==> src/pkg/tcr_pkg.sv <==
// Package for the timing-card register bank: offsets, fields, defaults, types
package tcr_pkg;

   // ---------------------------------------------------------------
   // Register offsets
   // ---------------------------------------------------------------
   localparam logic [8:0] ADDR_MEASURED_FREQUENCY_FIELD_TOP  = 9'h007;
   localparam logic [8:0] ADDR_MEASURED_FREQUENCY_FIELD_LOW  = 9'h00C;
   localparam logic [8:0] ADDR_MEASURED_FREQUENCY_FIELD_MID  = 9'h00D;
   localparam logic [8:0] ADDR_OSC_LOW   = 9'h03C;
   localparam logic [8:0] ADDR_OSC_HIGH  = 9'h03D;
   localparam logic [8:0] ADDR_HOLD_LOW  = 9'h03E;
   localparam logic [8:0] ADDR_HOLD_MID  = 9'h03F;
   localparam logic [8:0] ADDR_HOLD_TOP  = 9'h040;
   localparam logic [8:0] ADDR_LIM_LOW   = 9'h041;
   localparam logic [8:0] ADDR_LIM_HIGH  = 9'h042;
   localparam logic [8:0] ADDR_DIV_LOW   = 9'h046;
   localparam logic [8:0] ADDR_DIV_HIGH  = 9'h047;
   localparam logic [8:0] ADDR_OFF_LOW   = 9'h070;
   localparam logic [8:0] ADDR_OFF_HIGH  = 9'h071;
   localparam logic [8:0] ADDR_PH_LOW    = 9'h077;
   localparam logic [8:0] ADDR_PH_HIGH   = 9'h078;
   localparam logic [8:0] ADDR_CTRL_ONE  = 9'h100;
   localparam logic [8:0] ADDR_STAT_FOUR = 9'h101;
   localparam logic [8:0] ADDR_INT_EN    = 9'h102;
   localparam logic [8:0] ADDR_RT_STAT   = 9'h103;
   localparam logic [8:0] ADDR_LOCK_FLAG = 9'h104;

   // ---------------------------------------------------------------
   // Field layout
   // ---------------------------------------------------------------
   localparam int         SRST_BIT   = 7;
   localparam int         ABORT_BIT  = 0;
   localparam int         HCTRL_LSB  = 3;
   localparam logic [3:0] EVT_RISE   = 4'h5;
   localparam logic [3:0] EVT_FALL   = 4'h6;
   localparam logic [2:0] FLD_MEASURED_FREQUENCY_FIELD   = 3'h0;
   localparam logic [2:0] FLD_OSC    = 3'h1;
   localparam logic [2:0] FLD_HOLD   = 3'h2;
   localparam logic [2:0] FLD_LIM    = 3'h3;
   localparam logic [2:0] FLD_DIV    = 3'h4;
   localparam logic [2:0] FLD_OFF    = 3'h5;
   localparam logic [2:0] FLD_PHASE  = 3'h6;
   localparam logic [2:0] MASK_THREE = 3'h7;
   localparam logic [2:0] MASK_TWO   = 3'h3;

   // ---------------------------------------------------------------
   // Reset values and timing
   // ---------------------------------------------------------------
   localparam logic [15:0] OSC_DEF    = 16'h0000;
   localparam logic [18:0] HOLD_DEF   = 19'h00000;
   localparam logic [4:0]  HCTRL_DEF  = 5'h00;
   localparam logic [9:0]  LIM_DEF    = 10'h000;
   localparam logic [15:0] DIV_DEF    = 16'h0000;
   localparam logic [15:0] OFF_DEF    = 16'h0000;
   localparam logic [3:0]  STRAP_DEF  = 4'h0;
   localparam logic [4:0]  IEN_DEF    = 5'h00;
   localparam logic [1:0]  STRAP_WAIT = 2'h3;

   // ---------------------------------------------------------------
   // Types
   // ---------------------------------------------------------------
   typedef enum logic [2:0] {
      MB_IDLE  = 3'b001,
      MB_WRITE = 3'b010,
      MB_READ  = 3'b100
   } tcr_mb_t;

   typedef struct packed {
      logic       valid;
      logic       write;
      logic [8:0] addr;
      logic [7:0] data;
   } tcr_req_t;

   typedef struct packed {
      logic       ack;
      logic [7:0] data;
   } tcr_rsp_t;

   typedef struct packed {
      logic [15:0] osc;
      logic [18:0] hold;
      logic [4:0]  holdCtrl;
      logic [9:0]  lim;
      logic [15:0] div;
      logic [15:0] off;
      logic [3:0]  strap;
   } tcr_cfg_t;

   typedef struct packed {
      logic       hit;
      logic       ro;
      logic [2:0] fld;
      logic [1:0] pos;
   } tcr_hit_t;

endpackage

==> src/logic/tcr_reg_bank.sv <==
// Register bank of the timing card: resets, status flags, multi-byte fields
`timescale 1ns/1ps
module tcr_reg_bank
   import tcr_pkg::*;
(
   // Clock and pin reset
   input  wire logic     mclk,
   input  wire logic     reset_n,
   // Register access from the serial port block
   input  wire tcr_req_t req,
   output tcr_rsp_t      rsp,
   // Configuration straps (pins)
   input  wire logic [3:0]  cfgPins,
   // Device status sources
   input  wire logic [18:0] measFreq,
   input  wire logic [15:0] phaseIn,
   input  wire logic [3:0]  evtSrc,
   input  wire logic [7:0]  lockSrc,
   // Configuration and control outputs
   output tcr_cfg_t      cfgOut,
   output logic          softResetOut,
   output logic          irqOutput
);

   // ---------------------------------------------------------------
   // State
   // ---------------------------------------------------------------
   typedef struct packed {
      logic [3:0]  cfgSync1;
      logic [3:0]  cfgSync2;
      logic [1:0]  strapWait;
      logic [3:0]  strapPinVal;
      tcr_cfg_t    cfg;
      logic        softRst;
      logic [4:0]  intEn;
      logic [4:0]  stat4;
      logic [7:0]  lockFlag;
      logic [3:0]  evtPrev;
      logic [7:0]  lockPrev;
      tcr_mb_t     mbState;
      logic [2:0]  mbField;
      logic [2:0]  mbSeen;
      logic [23:0] mbBuf;
      tcr_rsp_t    rsp;
      logic        irq;
   } tcr_state_t;

   tcr_state_t s_reg;
   tcr_state_t s_next;

   tcr_hit_t    look;
   logic        useHit;
   logic        cont;
   logic        abortEv;
   logic [23:0] live;
   logic [23:0] buf24;
   logic [2:0]  posBit;
   logic [2:0]  seen;
   logic [2:0]  fullMask;
   logic [3:0]  evtSet;
   logic [7:0]  lockSet;
   logic [4:0]  clr4;
   logic [7:0]  lockClr;
   logic [7:0]  rd;
   logic        wrReq;
   logic        rdReq;

   // ---------------------------------------------------------------
   // Address decode of multi-byte fields
   // ---------------------------------------------------------------
   // field byte map
   function automatic tcr_hit_t fieldOf(input logic [8:0] a);
      tcr_hit_t h;
      h = '{hit: 1'b1, ro: 1'b0, fld: FLD_OSC, pos: 2'h0};
      case (a)
         ADDR_MEASURED_FREQUENCY_FIELD_LOW: begin h.ro = 1'b1; h.fld = FLD_MEASURED_FREQUENCY_FIELD; end
         ADDR_MEASURED_FREQUENCY_FIELD_MID: begin h.ro = 1'b1; h.fld = FLD_MEASURED_FREQUENCY_FIELD; h.pos = 2'h1; end
         ADDR_MEASURED_FREQUENCY_FIELD_TOP: begin h.ro = 1'b1; h.fld = FLD_MEASURED_FREQUENCY_FIELD; h.pos = 2'h2; end
         ADDR_OSC_LOW:  h.fld = FLD_OSC;
         ADDR_OSC_HIGH: begin h.fld = FLD_OSC; h.pos = 2'h1; end
         ADDR_HOLD_LOW: h.fld = FLD_HOLD;
         ADDR_HOLD_MID: begin h.fld = FLD_HOLD; h.pos = 2'h1; end
         ADDR_HOLD_TOP: begin h.fld = FLD_HOLD; h.pos = 2'h2; end
         ADDR_LIM_LOW:  h.fld = FLD_LIM;
         ADDR_LIM_HIGH: begin h.fld = FLD_LIM; h.pos = 2'h1; end
         ADDR_DIV_LOW:  h.fld = FLD_DIV;
         ADDR_DIV_HIGH: begin h.fld = FLD_DIV; h.pos = 2'h1; end
         ADDR_OFF_LOW:  h.fld = FLD_OFF;
         ADDR_OFF_HIGH: begin h.fld = FLD_OFF; h.pos = 2'h1; end
         ADDR_PH_LOW:   begin h.ro = 1'b1; h.fld = FLD_PHASE; end
         ADDR_PH_HIGH:  begin h.ro = 1'b1; h.fld = FLD_PHASE; h.pos = 2'h1; end
         default:       h.hit = 1'b0;
      endcase
      return h;
   endfunction

   // ---------------------------------------------------------------
   // Next-state logic
   // ---------------------------------------------------------------
   always_comb begin
      s_next   = s_reg;
      rd       = 8'h00;
      wrReq    = req.valid & req.write;
      rdReq    = req.valid & ~req.write;
      look     = fieldOf(req.addr);
      // writes to read-only fields change no field but still abort a pending sequence
      useHit   = req.valid & look.hit & ~(req.write & look.ro);
      posBit   = 3'(3'h1 << look.pos);
      fullMask = (look.fld == FLD_MEASURED_FREQUENCY_FIELD || look.fld == FLD_HOLD) ? MASK_THREE : MASK_TWO;

      // Strap synchroniser and capture after pin reset release
      s_next.cfgSync1 = cfgPins;
      s_next.cfgSync2 = s_reg.cfgSync1;
      if (s_reg.strapWait != 2'h0) begin
         s_next.strapWait = s_reg.strapWait - 2'h1;
      end
      // straps latched from the synchroniser on the third clock edge after reset pin goes high
      if (s_reg.strapWait == 2'h1) begin
         s_next.strapPinVal = s_reg.cfgSync2;
         s_next.cfg.strap   = s_reg.cfgSync2;
      end

      // Edge detection of status sources
      // per-bit edge selection
      evtSet           = (evtSrc & ~s_reg.evtPrev & EVT_RISE) | (~evtSrc & s_reg.evtPrev & EVT_FALL);
      lockSet          = lockSrc & ~s_reg.lockPrev;
      s_next.evtPrev   = evtSrc;
      s_next.lockPrev  = lockSrc;

      // Live value of the addressed field
      case (look.fld)
         FLD_MEASURED_FREQUENCY_FIELD:  live = {5'h00, measFreq};
         FLD_OSC:   live = {8'h00, s_reg.cfg.osc};
         FLD_HOLD:  live = {5'h00, s_reg.cfg.hold};
         FLD_LIM:   live = {14'h0000, s_reg.cfg.lim};
         FLD_DIV:   live = {8'h00, s_reg.cfg.div};
         FLD_OFF:   live = {8'h00, s_reg.cfg.off};
         FLD_PHASE: live = {8'h00, phaseIn};
         default:   live = 24'h000000;
      endcase

      // one sequence tracked; anything else interrupts
      cont    = useHit & (s_reg.mbState != MB_IDLE) & (look.fld == s_reg.mbField)
                & ((s_reg.mbState == MB_WRITE) == req.write) & ~|(s_reg.mbSeen & posBit);
      abortEv = req.valid & (s_reg.mbState != MB_IDLE) & ~cont;
      if (abortEv) begin
         s_next.mbState = MB_IDLE;
         s_next.mbSeen  = 3'h0;
      end

      // continuing reads use the frozen snapshot
      buf24 = cont ? s_reg.mbBuf : live;
      seen  = cont ? (s_reg.mbSeen | posBit) : posBit;
      if (req.write) begin
         case (look.pos)
            2'h0:    buf24[7:0]   = req.data;
            2'h1:    buf24[15:8]  = req.data;
            default: buf24[23:16] = req.data;
         endcase
      end

      // Multi-byte sequence step
      if (useHit) begin
         case (look.pos)
            2'h0:    rd = buf24[7:0];
            2'h1:    rd = buf24[15:8];
            default: rd = buf24[23:16];
         endcase
         if (look.fld == FLD_HOLD && look.pos == 2'h2) begin
            rd = {s_reg.cfg.holdCtrl, buf24[18:16]};
         end
         if (seen == fullMask) begin
            s_next.mbState = MB_IDLE;
            s_next.mbSeen  = 3'h0;
            // commit only when every byte arrived
            if (req.write) begin
               case (look.fld)
                  FLD_OSC:  s_next.cfg.osc  = buf24[15:0];
                  FLD_HOLD: s_next.cfg.hold = buf24[18:0];
                  FLD_LIM:  s_next.cfg.lim  = buf24[9:0];
                  FLD_DIV:  s_next.cfg.div  = buf24[15:0];
                  FLD_OFF:  s_next.cfg.off  = buf24[15:0];
                  default:  s_next.cfg.osc  = s_reg.cfg.osc;
               endcase
            end
         end else begin
            s_next.mbState = req.write ? MB_WRITE : MB_READ;
            s_next.mbField = look.fld;
            s_next.mbSeen  = seen;
            s_next.mbBuf   = buf24;
         end
      end

      // upper holdover control bits written at once
      if (wrReq && req.addr == ADDR_HOLD_TOP) begin
         s_next.cfg.holdCtrl = req.data[7:HCTRL_LSB];
      end

      // Single registers
      clr4    = 5'h00;
      lockClr = 8'h00;
      case (req.addr)
         ADDR_CTRL_ONE: begin
            rd = {s_reg.softRst, 3'h0, s_reg.cfg.strap};
            if (wrReq) begin
               s_next.softRst   = req.data[SRST_BIT];
               s_next.cfg.strap = req.data[3:0];
            end
         end
         ADDR_STAT_FOUR: begin
            rd = {3'h0, s_reg.stat4};
            if (wrReq) begin
               clr4 = req.data[4:0];
            end
         end
         ADDR_INT_EN: begin
            rd = {3'h0, s_reg.intEn};
            if (wrReq) begin
               s_next.intEn = req.data[4:0];
            end
         end
         // source level at the moment of read
         ADDR_RT_STAT: rd = {4'h0, evtSrc};
         ADDR_LOCK_FLAG: begin
            rd = s_reg.lockFlag;
            if (wrReq) begin
               lockClr = ~req.data;
            end
         end
         default: rd = rd;
      endcase

      // write-1 clears status, write-0 clears lock flags, a new event wins
      s_next.stat4    = (s_reg.stat4 & ~clr4) | {evtSet, abortEv};
      s_next.lockFlag = (s_reg.lockFlag & ~lockClr) | lockSet;

      // soft reset of everything but the host side
      if (s_reg.softRst) begin
         s_next.cfg      = '{osc: OSC_DEF, hold: HOLD_DEF, holdCtrl: HCTRL_DEF, lim: LIM_DEF,
                             div: DIV_DEF, off: OFF_DEF, strap: s_reg.strapPinVal};
         s_next.intEn    = IEN_DEF;
         s_next.stat4    = 5'h00;
         s_next.lockFlag = 8'h00;
      end

      // enabled latched bits drive the request; lock flags excluded
      s_next.irq      = |(s_next.stat4 & s_next.intEn);
      s_next.rsp.ack  = req.valid;
      s_next.rsp.data = rdReq ? rd : 8'h00;
   end

   // ---------------------------------------------------------------
   // State register
   // ---------------------------------------------------------------
   // pin reset acts without the clock
   always_ff @(posedge mclk or negedge reset_n) begin
      if (!reset_n) begin
         s_reg           <= '0;
         s_reg.strapWait <= STRAP_WAIT;
         s_reg.mbState   <= MB_IDLE;
         s_reg.cfg       <= '{osc: OSC_DEF, hold: HOLD_DEF, holdCtrl: HCTRL_DEF, lim: LIM_DEF,
                              div: DIV_DEF, off: OFF_DEF, strap: STRAP_DEF};
         s_reg.intEn     <= IEN_DEF;
      end else begin
         s_reg <= s_next;
      end
   end

   // Outputs straight from the state register
   assign rsp          = s_reg.rsp;
   assign cfgOut       = s_reg.cfg;
   assign softResetOut = s_reg.softRst;
   assign irqOutput    = s_reg.irq;
endmodule // tcr_reg_bank

==> config.mk <==
export PLATFORM = sky130hd
export DESIGN_NAME = tcr_reg_bank
export DESIGN_NICKNAME = d
export VERILOG_FILES = /design/src/pkg/tcr_pkg.sv /design/src/logic/tcr_reg_bank.sv
export SDC_FILE = /design/constraint.sdc
export NUM_CORES = 1
export LEC_CHECK = 0
export BUFFER_PORTS_ARGS = -buffer_cell sky130_fd_sc_hd__buf_4
export CELL_PAD_IN_SITES_DETAIL_PLACEMENT = 1
export CELL_PAD_IN_SITES_GLOBAL_PLACEMENT = 2
export CORE_UTILIZATION = 38
export DETAILED_ROUTE_END_ITERATION = 16
export PLACE_DENSITY = 0.95
export SLEW_MARGIN = 25
export SYNTH_ARGS = -nofsm -noshare
export SYNTH_HDL_FRONTEND = slang
export SYNTH_SLANG_ARGS = --single-unit
==> constraint.sdc <==
create_clock -name mclk -period 4.8 [get_ports mclk]
set_clock_uncertainty 0.05 [all_clocks]
set_input_delay 0 -clock mclk [delete_from_list [all_inputs] [get_ports mclk]]
set_output_delay 0 -clock mclk [all_outputs]
set_load 0.05 [all_outputs]
==> flow_summary.ini <==
[cts]
htreeDepth = 4
cts_resized = 0
cts_buffers = 17
clock_path_buffers = 2
clock_insertion_delay_worst_skew_ns = 0.44
cts_tree = built
path_clk_slew_ns = 0.07
cts_sinks = 173
cts_root_buf = clkbuf_16

[finish]
diodes = 0
mostFrequentLayoutCells = buf_4, dfrtp_1, nor2_1
final_common_cell = buf_4
fin_nets = 1163
area_growth_pct = 15.5
design_area_um2 = 11300
largest_reg_flops = 86
drive_gt1_frac = 0.235

[routing]
drt-vias-per-instance = 5.81
wl_per_cell_um = 22.2
routed_wl_um = 31700
drc = 0
first_pass_iters = 7
ant_nets = 0
first_iter_violations = 667
dr_total_vias = 8324

[yosys]
syn_area_um2 = 9770
ys_seq_area_frac = 0.443
yosys_warnings = 0
async_flop_share = 1.00
synth-seq-cells = 173
netlist_instances = 1031
synth.net_count = 1105
yosysUniqueCellTypes = 78
synth_edf_count = 0
syn-mean-instance-area_um2 = 9.48
synth_flop_cell = dfrtp_1

[sta]
final-max-slew-violation-count = 0
post-route-min-period_ns = 4.14
max_freq_ghz = 0.242
rsz0062_at_grt = false
worst-slew-pin-transition_ns = 1.03
max_slew_margin = 0.313
setup_slack_ns = 0.664
setup_violations = 0
finalHoldViolCount = 0
fin_crit_sh = 0.862
fin_setup_tns_ns = 0

[critical_path]
cpMostUsedCell = nor2_1
cp_max_fo = 38
path_cells = dlygate4sd3_1 -> buf_4 -> nor2_1 -> nand2_1 -> a31oi_1 -> o21a_1 -> nand4_2 -> or4_4 -> nor2b_4 -> nor2_1 -> a211oi_1
cpPeakStageDelay_ns = 0.82
rrSetupSlack_ns = 1.15
crit_slowest_cell = nor2b_4
crit_path_start_kind = primary input
reg2reg_from = s_reg[40]
crit_arrival_ns = 4.42
required_ns = 5.08
r2r-end = cfgOut[54]
rr_worst_depth = 9
cp-end-kind = register
crit_type = primary input to register

[global_route]
grt_first_pass_wirelength_um = 50000
grt_pass1_vias = 8688
grt_max_degree = 90
antenna_found_initial = 0
grt_usage = 0.246
gr-total-overflow = 0

[floorplan]
dieArea_um2 = 26400
rows = 58
core_um2 = 25200
fp.dieH_um = 162
io_pins = 169
start_util = 0.388
die_x_um = 162

[job]
maxCapViolCount = 0

[pwr]
p_comb_frac = 0.130
seq_power_share = 0.471
p_per_area_nw_per_um2 = 305
p_int_uw = 2470
leakage_uw = 0.00494
ir_drop_mv = 0.189
p_sw_uw = 975
power.total_uw = 3440
pwr-share-clk = 0.399
sw_frac_of_total = 0.283

[place]
routabilityCongestion = 0.881
portBuffers = 168
dp_hpwl_um = 22400
post-place-ws_ns = 0.946
placed_area_um2 = 10400

[outcome]
status = complete, no violations

[min_path]
worstHoldStart = req[16]
min_to = s_reg[37]
whs_path_depth = 4
hold_class = primary input to register
## cell usage after synthesis, drive strengths merged, types with 3 or more instances
cell    count  area (µm²)
dfrtp     170        4250
nor2      153         597
buf       126         938
a211oi     85         688
nand2      82         308
a21oi      46         230
clkbuf     40         150
o21ai      36         184
nand3      24         120
mux2i      22         220
inv        18        67.6
a222oi     16         160
nor3       14        80.1
a22oi      13        97.6
o211ai     13        97.6
a31oi      12        75.1
a22o       10        87.6
or2        10        62.6
nand2b      9        56.3
a221oi      8        70.1
o21a        8        60.1
o311ai      8        70.1
o31a        7        61.3
and2        6        37.5
mux2        6        67.6
nor2b       6        45.0
nor4b       6        73.8
o211a       6        60.1
and3        5        31.3
and4b       4        43.8
mux4        4        90.1
nand4       4        31.3
o2111a      4        45.0
xnor2       4        35.0
a41o        3        30.0
and3b       3        26.3
dfstp       3        78.8
nor3b       3        33.8
o22ai       3        18.8
or3         3        18.8
## worst max path at each step
stage,from,to,depth (start not counted)
floorplan,s_reg[40],cfgOut[60],11
global placement,req[10],cfgOut[68],10
detailed placement,req[15],cfgOut[51],10
CTS,req[15],cfgOut[56],11
global route,req[15],cfgOut[54],11
finish,req[15],cfgOut[54],11
## power groups by stage
stage	sequential (µW)	combinational, µW	clock (µW)
5_1_grt	1630	488	1450
4_1_cts	1620	448	1380
6_report	1620	448	1370
2_1_floorplan	1620	278	0
3_3_place_gp	1640	413	0
3_5_place_dp	1650	426	0
## stage by stage
| step | util | std cells | hold slack (ns) |
|---|---|---|---|
| after CTS | 0.448 | 1432 | 0.0544 |
| after global routing | 0.448 | 1432 | 0.0802 |
| final | 0.448 | 1432 | 0.0504 |
| after global placement | 0.414 | 1372 | 0.0492 |
| after detailed placement | 0.414 | 1372 | 0.0519 |
| after floorplan | - | 1031 | -0.346 |
## layout make-up
class	instances	area, µm²
fillers	2840	13900
flip-flops and latches	173	4340
multi-input cells	674	4290
repair buffers	205	1610
clock buffers	19	443
well taps	330	413
clock inverters	13	129
inverters	18	67.6
## what timing repair did
| action | CTS | global route |
|---|---|---|
| endpoints found under the hold margin | 133 | 0 |
| setup buffers | 0 | 0 |
| hold buffers | 28 | 0 |
## metal layers
metal | GRT usage | vias up | wire, µm
met5 | 0 | - | 0
met4 | 0.0995 | 0 | 947
met3 | 0.0357 | 59 | 1370
met2 | 0.408 | 234 | 15900
met1 | 0.322 | 4260 | 13500
li1 | - | 3771 | -
## kinds of logic after synthesis
family | count (synthesis) | synth area share
simple gates | 338 | 0.167
fa+ha+maj | 2 | 0.00256
xor+xnor | 5 | 0.00448
mux | 32 | 0.0387
compound gates | 297 | 0.226
flops | 173 | 0.443
buf+inv | 184 | 0.118
## critical path, delay by kind of cell
kind / cells / cell delay, ns
AND/OR/NAND/NOR: 6 / 2.60
AO/OA/AOI/OAI: 3 / 1.10
buffers and inverters: 2 / 0.70
(Power assumes the default switching activity.)
